## src/hdl/utdma_pkg.sv

```systemverilog
package utdma_pkg;

  // ----------------------------------------------------------------
  // bus and register map
  // ----------------------------------------------------------------
  localparam int unsigned AW        = 16;
  localparam int unsigned DW        = 32;
  localparam logic [15:0] DEF_OFS   = 16'hffe0;  // tx_dma_channel_definition
  localparam logic [15:0] STAT_OFS  = 16'hffe4;  // tx_dma_status, write one to clear
  localparam logic [15:0] MASK_OFS  = 16'hffe8;  // interrupt mask, same layout
  localparam logic [15:0] TMO_OFS   = 16'hffec;  // transaction timer reload

  // ----------------------------------------------------------------
  // definition register fields
  // ----------------------------------------------------------------
  localparam int unsigned PTR_LSB   = 0;
  localparam int unsigned PTR_W     = 3;
  localparam int unsigned DIR_BIT   = 3;
  localparam int unsigned XY_BIT    = 4;
  localparam int unsigned CNT_BIT   = 5;
  localparam int unsigned INE_BIT   = 6;
  localparam int unsigned EN_BIT    = 7;
  localparam int unsigned DEF_W     = 8;

  // ----------------------------------------------------------------
  // status and mask fields
  // ----------------------------------------------------------------
  localparam int unsigned ST_PARTIAL_PACKET_FLAG   = 0;  // partial_packet_flag
  localparam int unsigned ST_DONE   = 1;  // enable fell with irq enabled
  localparam int unsigned ST_TMO    = 2;  // transaction timer expired
  localparam int unsigned ST_W      = 3;

  // ----------------------------------------------------------------
  // transaction timer
  // ----------------------------------------------------------------
  localparam int unsigned TMO_W     = 16;
  localparam logic [15:0] TMO_RST   = 16'hffff;

  // ----------------------------------------------------------------
  // sram and endpoint_descriptor_block layout
  // ----------------------------------------------------------------
  localparam int unsigned MA_W      = 11;
  localparam logic [10:0] DESC_BASE = 11'h780;
  localparam logic [2:0]  F_XBASE   = 3'h1;
  localparam logic [2:0]  F_XCNT    = 3'h2;
  localparam logic [2:0]  F_SIZE    = 3'h3;
  localparam logic [2:0]  F_YBASE   = 3'h4;
  localparam logic [2:0]  F_YCNT    = 3'h5;
  localparam int unsigned NAK_BIT   = 7;
  localparam int unsigned BCNT_W    = 7;

  typedef enum logic [3:0] {
    S_IDLE, S_CNT, S_SIZE, S_BASE, S_FETCH, S_SEND, S_WBACK, S_NEXT
  } utdma_state_t;

  // byte address of one field of a descriptor block
  function automatic logic [10:0] desc_addr(input logic [2:0] ptr, input logic [2:0] fld);
    desc_addr = DESC_BASE + {5'h00, ptr, fld};
  endfunction

endpackage

```

## src/hdl/utdma_mem_if.sv

```systemverilog
interface utdma_mem_if;
  logic                       req;
  logic                       we;
  logic [utdma_pkg::MA_W-1:0] addr;
  logic [7:0]                 wdata;
  logic [7:0]                 rdata;
  logic                       done;

  modport client (output req, we, addr, wdata, input rdata, done);
  modport port   (input req, we, addr, wdata, output rdata, done);
endinterface

```

## src/hdl/utdma_mem_port.sv

```systemverilog
module utdma_mem_port (
  input  wire logic                       clk_i,
  input  wire logic                       rst_i,
  utdma_mem_if.port                       mem,
  output logic                            sram_req_o,
  output logic                            sram_we_o,
  output logic [utdma_pkg::MA_W-1:0]      sram_addr_o,
  output logic [7:0]                      sram_wdata_o,
  input  wire logic [7:0]                 sram_rdata_i,
  input  wire logic                       sram_ack_i
);

  // ----------------------------------------------------------------
  // one access at a time: latch the request, hold it until ack
  // ----------------------------------------------------------------
  always_ff @(posedge clk_i) begin
    if (rst_i) begin
      sram_req_o   <= 1'b0;
      sram_we_o    <= 1'b0;
      sram_addr_o  <= '0;
      sram_wdata_o <= 8'h00;
      mem.rdata    <= 8'h00;
      mem.done     <= 1'b0;
    end else begin
      mem.done <= 1'b0;
      if (sram_req_o) begin
        if (sram_ack_i) begin
          sram_req_o <= 1'b0;
          mem.rdata  <= sram_rdata_i;
          mem.done   <= 1'b1;
        end
      end else if (mem.req) begin
        sram_req_o   <= 1'b1;
        sram_we_o    <= mem.we;
        sram_addr_o  <= mem.addr;
        sram_wdata_o <= mem.wdata;
      end
    end
  end

endmodule

```

## src/hdl/utdma_timer.sv

```systemverilog
module utdma_timer (
  input  wire logic                        clk_i,
  input  wire logic                        rst_i,
  input  wire logic                        run_i,
  input  wire logic                        kick_i,
  input  wire logic [utdma_pkg::TMO_W-1:0] reload_i,
  output logic                             expired_o
);

  logic [utdma_pkg::TMO_W-1:0] cnt_q;

  // ----------------------------------------------------------------
  // reload while stopped or on progress, flag expiry at zero
  // ----------------------------------------------------------------
  always_ff @(posedge clk_i) begin
    if (rst_i) begin
      cnt_q     <= '0;
      expired_o <= 1'b0;
    end else if (!run_i || kick_i) begin
      cnt_q     <= reload_i;
      expired_o <= 1'b0;
    end else if (cnt_q == '0) begin
      expired_o <= 1'b1;
    end else begin
      cnt_q <= cnt_q - 16'h0001;
    end
  end

endmodule

```

## src/hdl/utdma_channel.sv

```systemverilog
module utdma_channel (
  input  wire logic                        clk_i,
  input  wire logic                        rst_i,
  input  wire logic                        wb_cyc_i,
  input  wire logic                        wb_stb_i,
  input  wire logic                        wb_we_i,
  input  wire logic [utdma_pkg::AW-1:0]    wb_adr_i,
  input  wire logic [3:0]                  wb_sel_i,
  input  wire logic [utdma_pkg::DW-1:0]    wb_dat_i,
  output logic      [utdma_pkg::DW-1:0]    wb_dat_o,
  output logic                             wb_ack_o,
  output logic                             sram_req_o,
  output logic                             sram_we_o,
  output logic      [utdma_pkg::MA_W-1:0]  sram_addr_o,
  output logic      [7:0]                  sram_wdata_o,
  input  wire logic [7:0]                  sram_rdata_i,
  input  wire logic                        sram_ack_i,
  input  wire logic                        uart_thr_ready_i,
  output logic      [7:0]                  uart_thr_data_o,
  output logic                             uart_thr_wr_o,
  output logic                             irq_o
);

  // ----------------------------------------------------------------
  // declarations
  // ----------------------------------------------------------------
  logic                                    wb_ack_q;
  logic [utdma_pkg::DW-1:0]                wb_dat_q;
  logic [utdma_pkg::DW-1:0]                rd_d;
  logic                                    wb_req;
  logic                                    wr_go;
  logic                                    wr_def;
  logic                                    wr_stat;
  logic                                    wr_mask;
  logic                                    wr_tmo;

  logic [utdma_pkg::PTR_W-1:0]             ptr_q;
  logic                                    xy_q;
  logic                                    cont_q;
  logic                                    ine_q;
  logic                                    en_q;
  logic                                    en_prev_q;
  logic [utdma_pkg::DEF_W-1:0]             def_rd;
  logic [utdma_pkg::ST_W-1:0]              status_q;
  logic [utdma_pkg::ST_W-1:0]              mask_q;
  logic [utdma_pkg::ST_W-1:0]              st_set;
  logic [utdma_pkg::ST_W-1:0]              st_clr;
  logic [utdma_pkg::TMO_W-1:0]             tmo_q;
  logic                                    irq_q;

  utdma_pkg::utdma_state_t                 state_q;
  logic                                    busy_q;
  logic                                    have_buf_q;
  logic                                    term_q;
  logic [utdma_pkg::BCNT_W-1:0]            cnt_q;
  logic [utdma_pkg::BCNT_W-1:0]            remain_q;
  logic [7:0]                              size_q;
  logic [utdma_pkg::MA_W-1:0]              addr_q;
  logic [7:0]                              thr_data_q;
  logic                                    thr_wr_q;
  logic                                    mreq_q;
  logic                                    mwe_q;
  logic [utdma_pkg::MA_W-1:0]              maddr_q;
  logic [7:0]                              mwdata_q;

  logic [utdma_pkg::MA_W-1:0]              cnt_addr;
  logic                                    short_pkt;
  logic                                    in_next;
  logic                                    xy_tgl;
  logic                                    en_clr;
  logic                                    partial_packet_flag_set;
  logic                                    tmo_set;
  logic                                    tmo_exp;
  logic                                    tmr_run;
  logic                                    tmr_kick;

  utdma_mem_if                             mem_bus ();

  // ----------------------------------------------------------------
  // wishbone slave
  // ----------------------------------------------------------------
  // a write lands at the edge where the master sees ack
  assign wb_req  = wb_cyc_i & wb_stb_i;
  assign wr_go   = wb_req & wb_we_i & wb_ack_q;
  assign wr_def  = wr_go & (wb_adr_i == utdma_pkg::DEF_OFS) & wb_sel_i[0];
  assign wr_stat = wr_go & (wb_adr_i == utdma_pkg::STAT_OFS) & wb_sel_i[0];
  assign wr_mask = wr_go & (wb_adr_i == utdma_pkg::MASK_OFS) & wb_sel_i[0];
  assign wr_tmo  = wr_go & (wb_adr_i == utdma_pkg::TMO_OFS);

  // read view of the definition register
  always_comb begin
    def_rd                                           = '0;
    def_rd[utdma_pkg::PTR_LSB +: utdma_pkg::PTR_W]   = ptr_q;
    def_rd[utdma_pkg::DIR_BIT]                       = 1'b1;
    def_rd[utdma_pkg::XY_BIT]                        = xy_q;
    def_rd[utdma_pkg::CNT_BIT]                       = cont_q;
    def_rd[utdma_pkg::INE_BIT]                       = ine_q;
    def_rd[utdma_pkg::EN_BIT]                        = en_q;
  end

  // read mux, unmapped addresses read zero
  always_comb begin
    rd_d = '0;
    case (wb_adr_i)
      utdma_pkg::DEF_OFS:  rd_d[utdma_pkg::DEF_W-1:0] = def_rd;
      utdma_pkg::STAT_OFS: rd_d[utdma_pkg::ST_W-1:0]  = status_q;
      utdma_pkg::MASK_OFS: rd_d[utdma_pkg::ST_W-1:0]  = mask_q;
      utdma_pkg::TMO_OFS:  rd_d[utdma_pkg::TMO_W-1:0] = tmo_q;
      default:             rd_d = '0;
    endcase
  end

  // ack one cycle after the strobe, dropped the cycle after
  always_ff @(posedge clk_i) begin
    if (rst_i) begin
      wb_ack_q <= 1'b0;
      wb_dat_q <= '0;
    end else begin
      wb_ack_q <= wb_req & ~wb_ack_q;
      if (wb_req && !wb_ack_q) begin
        wb_dat_q <= rd_d;
      end
    end
  end

  assign wb_ack_o = wb_ack_q;
  assign wb_dat_o = wb_dat_q;

  // ----------------------------------------------------------------
  // definition register
  // ----------------------------------------------------------------
  // a bus write takes the cycle; hardware updates apply otherwise
  always_ff @(posedge clk_i) begin
    if (rst_i) begin
      ptr_q  <= '0;
      xy_q   <= 1'b0;
      cont_q <= 1'b0;
      ine_q  <= 1'b0;
      en_q   <= 1'b0;
    end else if (wr_def) begin
      ptr_q  <= wb_dat_i[utdma_pkg::PTR_LSB +: utdma_pkg::PTR_W];
      xy_q   <= wb_dat_i[utdma_pkg::XY_BIT];
      cont_q <= wb_dat_i[utdma_pkg::CNT_BIT];
      ine_q  <= wb_dat_i[utdma_pkg::INE_BIT];
      en_q   <= wb_dat_i[utdma_pkg::EN_BIT];
    end else begin
      if (xy_tgl) begin
        xy_q <= ~xy_q;
      end
      if (en_clr) begin
        en_q <= 1'b0;
      end
    end
  end

  // ----------------------------------------------------------------
  // status, mask, timer reload and interrupt
  // ----------------------------------------------------------------
  always_comb begin
    st_set                     = '0;
    st_set[utdma_pkg::ST_PARTIAL_PACKET_FLAG] = partial_packet_flag_set;
    st_set[utdma_pkg::ST_DONE] = en_prev_q & ~en_q & ine_q;
    st_set[utdma_pkg::ST_TMO]  = tmo_set;
    st_clr                     = wr_stat ? wb_dat_i[utdma_pkg::ST_W-1:0] : '0;
  end

  // sticky bits, a new event wins over a write-one clear
  always_ff @(posedge clk_i) begin
    if (rst_i) begin
      status_q  <= '0;
      en_prev_q <= 1'b0;
    end else begin
      status_q  <= (status_q & ~st_clr) | st_set;
      en_prev_q <= en_q;
    end
  end

  // mask and transaction timer reload value
  always_ff @(posedge clk_i) begin
    if (rst_i) begin
      mask_q <= '0;
      tmo_q  <= utdma_pkg::TMO_RST;
    end else begin
      if (wr_mask) begin
        mask_q <= wb_dat_i[utdma_pkg::ST_W-1:0];
      end
      if (wr_tmo && wb_sel_i[0]) begin
        tmo_q[7:0] <= wb_dat_i[7:0];
      end
      if (wr_tmo && wb_sel_i[1]) begin
        tmo_q[15:8] <= wb_dat_i[15:8];
      end
    end
  end

  // level interrupt while any unmasked status bit stands
  always_ff @(posedge clk_i) begin
    if (rst_i) begin
      irq_q <= 1'b0;
    end else begin
      irq_q <= |(status_q & mask_q);
    end
  end

  assign irq_o = irq_q;

  // ----------------------------------------------------------------
  // decisions at the end of a buffer
  // ----------------------------------------------------------------
  assign cnt_addr  = utdma_pkg::desc_addr(ptr_q, xy_q ? utdma_pkg::F_YCNT : utdma_pkg::F_XCNT);
  assign short_pkt = ({1'b0, cnt_q} < size_q);
  assign in_next   = (state_q == utdma_pkg::S_NEXT);
  assign xy_tgl    = in_next & have_buf_q & ~term_q;
  assign en_clr    = in_next & (term_q | (short_pkt & ine_q));
  assign partial_packet_flag_set  = in_next & have_buf_q & ~term_q & short_pkt;
  assign tmo_set   = in_next & term_q;
  assign tmr_run   = (state_q != utdma_pkg::S_IDLE);
  assign tmr_kick  = ((state_q == utdma_pkg::S_SEND) & uart_thr_ready_i) |
                     ((state_q == utdma_pkg::S_CNT) & busy_q & mem_bus.done &
                      mem_bus.rdata[utdma_pkg::NAK_BIT]);

  // ----------------------------------------------------------------
  // transfer sequencer
  // ----------------------------------------------------------------
  // each sram state issues one access, then waits for done
  always_ff @(posedge clk_i) begin
    if (rst_i) begin
      state_q    <= utdma_pkg::S_IDLE;
      busy_q     <= 1'b0;
      have_buf_q <= 1'b0;
      term_q     <= 1'b0;
      cnt_q      <= '0;
      remain_q   <= '0;
      size_q     <= 8'h00;
      addr_q     <= '0;
      thr_data_q <= 8'h00;
      thr_wr_q   <= 1'b0;
      mreq_q     <= 1'b0;
      mwe_q      <= 1'b0;
      maddr_q    <= '0;
      mwdata_q   <= 8'h00;
    end else begin
      mreq_q   <= 1'b0;
      thr_wr_q <= 1'b0;
      case (state_q)
        utdma_pkg::S_IDLE: begin
          busy_q     <= 1'b0;
          have_buf_q <= 1'b0;
          term_q     <= 1'b0;
          if (en_q) begin
            state_q <= utdma_pkg::S_CNT;
          end
        end
        utdma_pkg::S_CNT: begin
          if (!busy_q) begin
            if (!en_q) begin
              state_q <= utdma_pkg::S_IDLE;
            end else if (tmo_exp) begin
              term_q  <= 1'b1;
              state_q <= utdma_pkg::S_NEXT;
            end else begin
              mreq_q  <= 1'b1;
              mwe_q   <= 1'b0;
              maddr_q <= cnt_addr;
              busy_q  <= 1'b1;
            end
          end else if (mem_bus.done) begin
            busy_q <= 1'b0;
            if (mem_bus.rdata[utdma_pkg::NAK_BIT]) begin
              cnt_q      <= mem_bus.rdata[utdma_pkg::BCNT_W-1:0];
              remain_q   <= mem_bus.rdata[utdma_pkg::BCNT_W-1:0];
              have_buf_q <= 1'b1;
              state_q    <= utdma_pkg::S_SIZE;
            end
          end
        end
        utdma_pkg::S_SIZE: begin
          if (!busy_q) begin
            mreq_q  <= 1'b1;
            mwe_q   <= 1'b0;
            maddr_q <= utdma_pkg::desc_addr(ptr_q, utdma_pkg::F_SIZE);
            busy_q  <= 1'b1;
          end else if (mem_bus.done) begin
            busy_q  <= 1'b0;
            size_q  <= mem_bus.rdata;
            state_q <= utdma_pkg::S_BASE;
          end
        end
        utdma_pkg::S_BASE: begin
          if (!busy_q) begin
            mreq_q  <= 1'b1;
            mwe_q   <= 1'b0;
            maddr_q <= utdma_pkg::desc_addr(ptr_q, xy_q ? utdma_pkg::F_YBASE
                                                        : utdma_pkg::F_XBASE);
            busy_q  <= 1'b1;
          end else if (mem_bus.done) begin
            busy_q  <= 1'b0;
            addr_q  <= {mem_bus.rdata, 3'h0};
            state_q <= (remain_q == '0) ? utdma_pkg::S_WBACK : utdma_pkg::S_FETCH;
          end
        end
        utdma_pkg::S_FETCH: begin
          if (!busy_q) begin
            mreq_q  <= 1'b1;
            mwe_q   <= 1'b0;
            maddr_q <= addr_q;
            busy_q  <= 1'b1;
          end else if (mem_bus.done) begin
            busy_q     <= 1'b0;
            thr_data_q <= mem_bus.rdata;
            state_q    <= utdma_pkg::S_SEND;
          end
        end
        utdma_pkg::S_SEND: begin
          if (tmo_exp) begin
            term_q  <= 1'b1;
            state_q <= utdma_pkg::S_WBACK;
          end else if (uart_thr_ready_i) begin
            thr_wr_q <= 1'b1;
            remain_q <= remain_q - 7'h01;
            addr_q   <= addr_q + 11'h001;
            state_q  <= (remain_q == 7'h01) ? utdma_pkg::S_WBACK
                                            : utdma_pkg::S_FETCH;
          end
        end
        utdma_pkg::S_WBACK: begin
          if (!busy_q) begin
            mreq_q   <= 1'b1;
            mwe_q    <= 1'b1;
            maddr_q  <= cnt_addr;
            mwdata_q <= {1'b0, remain_q};
            busy_q   <= 1'b1;
          end else if (mem_bus.done) begin
            busy_q  <= 1'b0;
            state_q <= utdma_pkg::S_NEXT;
          end
        end
        utdma_pkg::S_NEXT: begin
          have_buf_q <= 1'b0;
          term_q     <= 1'b0;
          state_q    <= en_clr ? utdma_pkg::S_IDLE : utdma_pkg::S_CNT;
        end
        default: begin
          state_q <= utdma_pkg::S_IDLE;
        end
      endcase
    end
  end

  assign mem_bus.req   = mreq_q;
  assign mem_bus.we    = mwe_q;
  assign mem_bus.addr  = maddr_q;
  assign mem_bus.wdata = mwdata_q;

  assign uart_thr_data_o = thr_data_q;
  assign uart_thr_wr_o   = thr_wr_q;

  // ----------------------------------------------------------------
  // sram access port and transaction timer
  // ----------------------------------------------------------------
  utdma_mem_port u_mem (
    .clk_i        (clk_i),
    .rst_i        (rst_i),
    .mem          (mem_bus.port),
    .sram_req_o   (sram_req_o),
    .sram_we_o    (sram_we_o),
    .sram_addr_o  (sram_addr_o),
    .sram_wdata_o (sram_wdata_o),
    .sram_rdata_i (sram_rdata_i),
    .sram_ack_i   (sram_ack_i)
  );

  utdma_timer u_tmr (
    .clk_i     (clk_i),
    .rst_i     (rst_i),
    .run_i     (tmr_run),
    .kick_i    (tmr_kick),
    .reload_i  (tmo_q),
    .expired_o (tmo_exp)
  );

endmodule

```

## config.mk

```make
export PLATFORM = sky130hd
export DESIGN_NAME = utdma_channel
export DESIGN_NICKNAME = d
export VERILOG_FILES = /design/src/hdl/utdma_pkg.sv /design/src/hdl/utdma_mem_if.sv /design/src/hdl/utdma_mem_port.sv /design/src/hdl/utdma_timer.sv /design/src/hdl/utdma_channel.sv
export SDC_FILE = /design/constraint.sdc
export NUM_CORES = 1
export LEC_CHECK = 0
export ABC_AREA = 0
export BUFFER_PORTS_ARGS = -buffer_cell sky130_fd_sc_hd__clkbuf_2
export CAP_MARGIN = 15
export CORE_ASPECT_RATIO = 0.8
export CORE_UTILIZATION = 58
export CTS_CLUSTER_SIZE = 30
export DETAILED_ROUTE_END_ITERATION = 10
export PLACE_DENSITY_LB_ADDON = 0.2
export SKIP_CTS_REPAIR_TIMING = 1
export SYNTH_ARGS = -nofsm -noshare
export SYNTH_HDL_FRONTEND = slang
export SYNTH_SLANG_ARGS = --single-unit
```

## constraint.sdc

```tcl
create_clock -name clk_i -period 4.9 [get_ports clk_i]
set_input_delay 0.735 -clock clk_i [delete_from_list [all_inputs] [get_ports clk_i]]
set_output_delay 0.735 -clock clk_i [all_outputs]
set_load 0.02 [all_outputs]
```

==> results.txt, run 1 <==
Synth Flop Type - dfxtp_1
clock buffer count from CTS - 17
Max VDD drop - 273 uV
Root Driver - clkbuf_16
crit path capture type - register
top cell type's share of synthesized area - 42.2%
register area share after synthesis - 42.2%
Worst setup SP type - register
synth warn - 0
Sequential cell area - 0.00324 mm2
dominant cell type by area after synthesis - dfxtp_1
Filler Cell Count - 1,095
Iteration-0 DRC Markers - 545
Netlist cell types - 76
Nets - 1,057
Antenna diodes - 0
Post-synth ARST share - 0%
Mapped Avg Cell Area - 8.36 um2
Inst Count DP - 1,135
final wirelength - 18,200 um
Vert. Die Dim - 105 um
GRT Util Overall - 27.6%
Core Box Area - 0.0129 mm2
fmax - 373 MHz
max-slew violations - 0
DP Wirelength - 12,500 um
Power Dens Cells - 324 mW/mm2
first-pass GRT wire length - 29,400 um
Slowest-stage cell, CP - dfxtp_1
unrepaired setup endpoints after global routing - no
chip width - 131 um
Worst-Skew Late Latency - 430 ps
final cell count without fillers - 1,167
full die area - 0.0137 mm2
Rel. slew slack - 34.3%
max layer used - met4
number of synthesized flops with an enable pin - 0
Crit path largest cell delay - 920 ps
worst slew pin tran - 986 ps
Initial Util - 59.7%
minimum clock period - 2680 ps
initial antenna violation count - 0
Final Skew - 10.4 ps
Syn-to-layout area delta - 13.4%
fin crit share - 54.7%
Setup CP Type - reg2reg
vias in the first global route - 5,788
Setup violations, final - 0
synth top area cells - dfxtp_1 42%, a21oi_1 6.5%, nand2_1 5.7%
Final Hold Vio Count - 0
clock tree sinks - 162
WL/cell - 15.6 um
setup TNS - 0 ps
largest net degree at the start of global routing - 98
Hold Slack - 453 ps
CTS tree - yes
Hold Path Class - reg2reg
CTS H-tree depth - 4
Worst EP required - 5230 ps
DR WL met2 - 7600 um
Max clock buf depth - 2
Row Count - 37
critical path arrival - 3010 ps
IO Pins - 131
status - finished, final reports clean
post-synthesis register bit count - 162
Multi-input gate area - 0.00402 mm2
total iterations of the first detailed-routing run - 5
share of layout cells above drive strength 1 - 17.0%
WL met1 - 9160 um
Routed Antenna Nets - 0
Netlist Area Pre-Place - 0.00768 mm2
GR Overflow Total - 0
DRC - 0
Port-buffer cells - 95
crit-path cells - and2b_1 > nand4b_1 > nand2_1 > nand3b_1 > o31ai_2
gpl congestion - 0.869
Syn Inst Count - 918
leakage - 0.00336 uW
DR vias/cell - 5.81
DR vias - 6,785
Max Cap Violations - 0
Largest delay share family, worst path - simple AND/OR/NAND/NOR gates
CP Max Fanout - 25
CTS clk-pin slew, worst paths - 60 ps
WL met3 - 1220 um
WP buf/inv - 0
-- worst register-to-register path, delay by kind of cell, from the launching register on --
| family | cells | cell delay, ps |
|---|---|---|
| AOI/OAI and AO/OA | 1 | 90 |
| DFF | 1 | 920 |
| and+or+nand+nor | 4 | 1590 |
-- metal layers --
metal,GRT usage (%),vias up
met1,42.8,3143
met5,0,-
met4,8.70,0
li1,-,3365
met2,37.5,255
met3,5.68,22
-- cell families after synthesis --
| logic type | share of synthesized area [%] |
|---|---|
| AO/OA/AOI/OAI | 20.2 |
| XOR/XNOR | 1.48 |
| adder cells (fa/ha/maj) | 1.79 |
| buffers and inverters | 6.18 |
| flip-flops | 42.2 |
| multiplexers | 3.00 |
| other | 0.0488 |
| AND/OR/NAND/NOR | 25.1 |
-- final timing paths --
path | startpoint | to | slack [ps] | cells past startpoint
max reg2reg | state_q[0] | u_tmr.cnt_q[0] | 2220 | 5
min reg2reg | u_mem.sram_wdata_o[3] | u_mem.sram_wdata_o[3] | 450 | 2
min | u_mem.sram_wdata_o[3] | u_mem.sram_wdata_o[3] | 450 | 2
max | state_q[0] | u_tmr.cnt_q[0] | 2220 | 5
-- state kept, by name, indices dropped and copies added, names as in the netlist, 3 cells and up --
signal and count:
addr_q 11, cnt_q 7, maddr_q 11, mask_q 3
mem_bus.wdata 7, ptr_q 3, remain_q 7, size_q 8
state_q 3, status_q 3, tmo_q 16, u_mem.mem.rdata 8
u_mem.sram_addr_o 11, u_mem.sram_wdata_o 7, u_tmr.cnt_q 16, uart_thr_data_o 8
wb_dat_o 16
-- area by class of cell --
type,count,share of cell area (%)
clock buffers,18,5.05
clock inverters,14,2.03
inverters,22,0.949
multi-input cells,675,46.2
flip-flops and latches,162,37.3
well taps,175,2.52
repair buffers,101,6.01
-- Yosys cell counts (6+ instances only) --
library cell,number
a211o_1,16
o21ai_1,7
inv_1,22
and3_1,15
ha_1,11
dfxtp_1,162
mux2i_1,23
xor2_1,10
nand3_1,36
nand2b_1,8
a211oi_1,14
a21oi_1,100
buf_2,22
a221oi_1,7
buf_4,22
nor3_1,28
nand4_1,6
or3_1,6
a2bb2oi_1,6
nand2_1,116
nand3b_1,7
nor2_1,99
clkbuf_1,28
and2_1,6
o21ai_0,30
-- power by group --
group / internal (uW) / switching [uW] / total (uW) / leakage (uW)
registers: 1330 / 11.7 / 1340 / 0.00131
clock network: 823 / 554 / 1380 / 0.000292
logic: 34.6 / 67.2 / 102 / 0.00176
-- per-stage QoR --
step	total power, uW	setup WS [ps]	util [%]	cell area (um2)
3_3_place_gp	1470	2300	62.8	8090
2_1_floorplan	1440	2850	-	7740
5_1_grt	2900	1990	67.6	8700
4_1_cts	2840	2250	67.6	8700
6_report	2820	2220	67.6	8700
3_5_place_dp	1470	2250	62.8	8090
-- cells in the final DEF, fill, tap and decap left out, types with 6 or more instances in the layout --
cell,Yosys,routed
ha_1,11,11
o21ai_1,7,7
nor2_1,99,99
nand3b_1,7,7
nor3_1,28,28
a21oi_1,100,100
dfxtp_1,162,162
and2_1,6,6
buf_4,22,7
nand2_1,116,116
a211o_1,16,16
or3_1,6,6
a211oi_1,14,14
clkbuf_2,0,94
o21ai_0,30,30
conb_1,1,17
a221oi_1,7,7
xor2_1,10,10
and3_1,15,15
a2bb2oi_1,6,6
nand4_1,6,6
mux2i_1,23,23
clkbuf_16,0,17
nand2b_1,8,8
nand3_1,36,36
inv_1,22,22
(Power assumes the default switching activity.)
==> inputs of run 2 (changes only) <==
--- a/config.mk
+++ b/config.mk
@@ -9,7 +9,7 @@
 export BUFFER_PORTS_ARGS = -buffer_cell sky130_fd_sc_hd__clkbuf_2
 export CAP_MARGIN = 15
 export CORE_ASPECT_RATIO = 0.8
-export CORE_UTILIZATION = 58
+export CORE_UTILIZATION = 51
 export CTS_CLUSTER_SIZE = 30
 export DETAILED_ROUTE_END_ITERATION = 10
 export PLACE_DENSITY_LB_ADDON = 0.2
==> constraint.sdc (replaced) <==
create_clock -name clk_i -period 2.3 [get_ports clk_i]
set_input_delay 0.345 -clock clk_i [delete_from_list [all_inputs] [get_ports clk_i]]
set_output_delay 0.345 -clock clk_i [all_outputs]
set_load 0.02 [all_outputs]
==> run 2 against run 1 <==
  * The run now ends with DRC left
  * Power grew 110%
  * Setup slack lost 1900 ps
  * Count of clock-buffer cells in the layout grew 7
  * First-iteration DRC count shrank 3.1%
  * Fmax grew 33%
  * Cell area grew 2.2%
  * Via count shrank 0.99%
  * Register-to-register slack lost 1900 ps
  * Critical path type unchanged
  * Critical endpoint unchanged
  * Largest power group unchanged
  * Highest routed layer unchanged
==> results.txt, run 2 (synthesized netlist as in run 1, its figures left out) <==
Worst-Skew Late Latency - 430 ps
setup TNS - 0 ps
most frequent cells in the layout - 162 x dfxtp_1, 116 x nand2_1, 100 x a21oi_1
DR vias/cell - 5.63
Final Skew - 13.2 ps
Nets - 1,075
Worst EP required - 2630 ps
Power Dens Cells - 673 mW/mm2
failing checks - DRC
Routed Antenna Nets - 0
Hold Slack - 150 ps
Rel. slew slack - 65.6%
Setup CP Type - reg2reg
hold_sp - sram_rdata_i[2]
DP Wirelength - 13,100 um
utilization after layout - 61.4%
Final Hold Vio Count - 0
Setup violations, final - 0
DR vias - 6,718
Port-buffer cells - 95
Crit path largest cell delay - 640 ps
commonest non-fill, non-tap cell in the layout - dfxtp_1
worst setup margin - 283 ps
R2R Path Start - state_q[0]
Inst Count DP - 1,162
CTS clk-pin slew, worst paths - 60 ps
CTS H-tree depth - 4
Initial Util - 53.0%
GR Overflow Total - 0
GRT Util Overall - 24.6%
clock tree sinks - 162
CP Max Fanout - 15
total iterations of the first detailed-routing run - 8
final cell count without fillers - 1,194
Reg2Reg Depth - 5
Min-Delay Endpoint - u_mem.mem.rdata[2]
share of layout cells above drive strength 1 - 18.0%
vias in the first global route - 5,982
leakage - 0.00347 uW
final wirelength - 18,500 um
Hold Path Class - in2reg
Worst setup SP type - register
Critical R2R Capture - u_tmr.cnt_q[0]
unrepaired setup endpoints after global routing - no
Vert. Die Dim - 112 um
critical path arrival - 2350 ps
Max Cap Violations - 0
post-place setup slack - 332 ps
first-pass GRT wire length - 30,600 um
full die area - 0.0156 mm2
status - finished, violations left
fmax - 496 MHz
Row Count - 39
Root Driver - clkbuf_16
IO Pins - 131
clock buffer count from CTS - 17
WL/cell - 15.5 um
crit path capture type - register
initial antenna violation count - 0
Syn-to-layout area delta - 15.8%
minimum clock period - 2020 ps
R2R setup slack - 280 ps
worst slew pin tran - 515 ps
DRC - 9
Core Box Area - 0.0145 mm2
Iteration-0 DRC Markers - 528
largest net degree at the start of global routing - 63
Antenna diodes - 0
Max VDD drop - 510 uV
gpl congestion - 0.893
crit-path cells - and2b_1 > nand4b_1 > nand2_1 > nand3b_1 > o31ai_2
CTS tree - yes
chip width - 139 um
worst hold path depth - 3
fin crit share - 87.7%
Max clock buf depth - 2
max-slew violations - 0
Slowest-stage cell, CP - dfxtp_1
run 2: cell types whose count changed in the layout (fill, tap and decap cells not counted):
| cell | delta |
|---|---|
| buf_4 | +14 |
| clkbuf_1 | +5 |
| buf_12 | +4 |
| inv_6 | -3 |
| clkbuf_8 | +2 |
| clkinv_2 | -2 |
| clkinvlp_4 | -2 |
| clkinv_4 | +1 |
| inv_8 | -1 |
run 2: how the worst max path moves through the flow:
stage,slack (ps),endpoint,startpoint,depth (start not counted)
after floorplan,550,u_tmr.cnt_q[11],u_tmr.cnt_q[0],7
after global placement,370,u_tmr.cnt_q[10],state_q[0],5
after detailed placement,330,u_tmr.cnt_q[10],state_q[0],5
after CTS,300,u_tmr.cnt_q[0],state_q[0],5
after global routing,90,u_tmr.cnt_q[9],state_q[0],5
final,280,u_tmr.cnt_q[0],state_q[0],5
run 2: critical path: cells and delay by family, from the launching register on:
kind | cells | cell delay, ps
flops | 1 | 640
simple gates | 4 | 1200
compound gates | 1 | 90
run 2: cell type report:
cell class	count	area, um2
Timing Repair Buffer	119	708
Clock inverter	7	123
Fill cell	1320	5600
Multi-Input combinational cell	675	4020
Tap cell	184	230
Clock buffer	25	485
Inverter	22	82.6
Sequential cell	162	3240
run 2: through the flow:
stage               power, uW  instance area, um2
finish                   5980                8890
global route             6180                8890
CTS                      6030                8890
detailed placement       3140                8280
global placement         3140                8280
floorplan                3080                7740
run 2: power by group:
part | internal [uW] | switching (uW) | leakage, uW
logic | 83.9 | 149 | 0.00187
registers | 2830 | 24.7 | 0.00131
clock network | 1800 | 1100 | 0.000288
total | 4710 | 1270 | 0.00347
run 2: metal layers:
metal	share of wire (%)	up-vias	track usage, %
met1	52	3084	38.4
met3	6.5	10	4.77
li1	-	3397	-
met4	0.73	0	7.04
met2	40	227	33.7
met5	0	-	0
==> inputs of run 3 (changes only) <==
--- a/config.mk
+++ b/config.mk
@@ -8,8 +8,9 @@
 export ABC_AREA = 0
 export BUFFER_PORTS_ARGS = -buffer_cell sky130_fd_sc_hd__clkbuf_2
 export CAP_MARGIN = 15
-export CORE_ASPECT_RATIO = 0.8
-export CORE_UTILIZATION = 51
+export CELL_PAD_IN_SITES_DETAIL_PLACEMENT = 1
+export CELL_PAD_IN_SITES_GLOBAL_PLACEMENT = 1
+export CORE_UTILIZATION = 38
 export CTS_CLUSTER_SIZE = 30
 export DETAILED_ROUTE_END_ITERATION = 10
 export PLACE_DENSITY_LB_ADDON = 0.2
==> run 3 against run 2 <==
  * Non-clock buffer count grew 10
  * Final cell count grew 7.5%
  * Critical endpoint is now mem_bus.wdata[6]
  * Largest cell class unchanged
  * Wire length grew 18%
  * The run now ends clean
  * Combinational power grew 3%
  * Register-to-register slack gained 90 ps
  * Critical path type unchanged
  * Clock power grew 3%
  * Count of clock-buffer cells in the layout shrank 5
==> results.txt, run 3 (synthesized netlist as in run 1, its figures left out) <==
status - finished, final reports clean
CP Max Fanout - 8
first-pass GRT wire length - 35,800 um
full die area - 0.0208 mm2
Setup violations, final - 0
most frequent cells in the layout - 162 x dfxtp_1, 116 x nand2_1, 100 x a21oi_1
R2R setup slack - 380 ps
DRC - 0
DR vias/cell - 5.37
GRT Util Overall - 22.3%
Worst EP required - 2620 ps
clock tree sinks - 162
critical path arrival - 2240 ps
Final Skew - 10.5 ps
GR Overflow Total - 0
max-slew violations - 0
Post-DP Area - 0.00844 mm2
Max clock buf depth - 2
minimum clock period - 1920 ps
Vert. Die Dim - 144 um
clock buffer count from CTS - 17
WL/cell - 17.0 um
final non-filler cell area - 0.00905 mm2
WP buf/inv - 1
DR vias - 6,885
Power Dens Cells - 673 mW/mm2
Initial Util - 39.1%
Multi-input gate area - 0.00402 mm2
vias in the first global route - 6,845
final wirelength - 21,800 um
Filler Cell Count - 2,438
gpl congestion - 0.814
Core Box Area - 0.0197 mm2
Root Driver - clkbuf_16
Syn-to-layout area delta - 17.9%
fin crit share - 83.6%
Row Count - 51
Antenna diodes - 0
Worst setup SP type - register
largest net degree at the start of global routing - 60
CTS tree - yes
Hold Path Class - in2reg
worst slew pin tran - 772 ps
Crit path largest cell delay - 480 ps
Nets - 1,085
fmax - 520 MHz
Max VDD drop - 511 uV
CTS clk-pin slew, worst paths - 70 ps
IO Pins - 131
Setup CP Type - reg2reg
Rel. slew slack - 48.5%
Routed Antenna Nets - 0
total iterations of the first detailed-routing run - 4
Sequential cell area - 0.00324 mm2
worst setup margin - 378 ps
Max Cap Violations - 0
leakage - 0.00352 uW
Port-buffer cells - 95
chip width - 144 um
Power Total - 6090 uW
setup TNS - 0 ps
Final Hold Vio Count - 0
Critical R2R Capture - mem_bus.wdata[6]
initial antenna violation count - 0
post-place setup slack - 324 ps
Largest delay share family, worst path - simple AND/OR/NAND/NOR gates
crit-path cells - inv_1 > nor3_1 > and2_1 > mux2i_1 > nor2_1
CP endpoint - mem_bus.wdata[6]
Critical path origin - state_q[1]
share of layout cells above drive strength 1 - 19.1%
crit path capture type - register
CTS H-tree depth - 4
commonest non-fill, non-tap cell in the layout - dfxtp_1
R2R Path Start - state_q[1]
CP Depth - 5
DP Wirelength - 15,800 um
unrepaired setup endpoints after global routing - no
Reg2Reg Depth - 5
Slowest-stage cell, CP - dfxtp_1
Worst-Skew Late Latency - 440 ps
Iteration-0 DRC Markers - 260
run 3: how the worst min path moves through the flow:
| stage | startpoint | end | slack, ps | depth (start not counted) |
|---|---|---|---|---|
| after floorplan | mem_bus.wdata[0] | u_mem.sram_wdata_o[0] | 430 | 2 |
| after global placement | wb_dat_o[3] | wb_dat_o[3] | 440 | 2 |
| after detailed placement | mem_bus.wdata[3] | u_mem.sram_wdata_o[3] | 450 | 2 |
| after CTS | sram_rdata_i[6] | u_mem.mem.rdata[6] | 140 | 3 |
| after global routing | sram_rdata_i[6] | u_mem.mem.rdata[6] | 150 | 3 |
| final | sram_rdata_i[6] | u_mem.mem.rdata[6] | 150 | 3 |
run 3: per-layer routing:
metal  GRT usage, %  wire length (um)  vias up
met3           4.34               666       24
li1               -                 -     3401
met4           5.32               269        0
met1           29.3             10300     3370
met2           37.3             10600       90
met5              0                 0        -
run 3: cell type report:
cell class | count | area share [%]
Multi-Input combinational cell | 675 | 44.4
Sequential cell | 162 | 35.8
Timing Repair Buffer | 129 | 8.38
Clock buffer | 20 | 5.05
Tap cell | 265 | 3.66
Clock inverter | 10 | 1.76
Inverter | 22 | 0.912
run 3: worst min-delay path, delay by kind of cell:
family / cells / cell delay [ps]
compound gates: 1 / 50
buf+inv: 1 / 80
simple gates: 1 / 50
run 3: power by group:
part           total (uW)  internal, uW  leakage [uW]  switching (uW)
combinational         239          84.2       0.00191             155
clock                3000          1860      0.000298            1150
sequential           2850          2830       0.00131            25.0
total                6090          4770       0.00352            1330
run 3: through the flow:
stage               cells  hold WS [ps]  util, %
floorplan             934           431        -
global placement     1253           442     42.9
detailed placement   1253           448     42.9
CTS                  1283           139     46.1
global route         1283           150     46.1
finish               1283           150     46.1
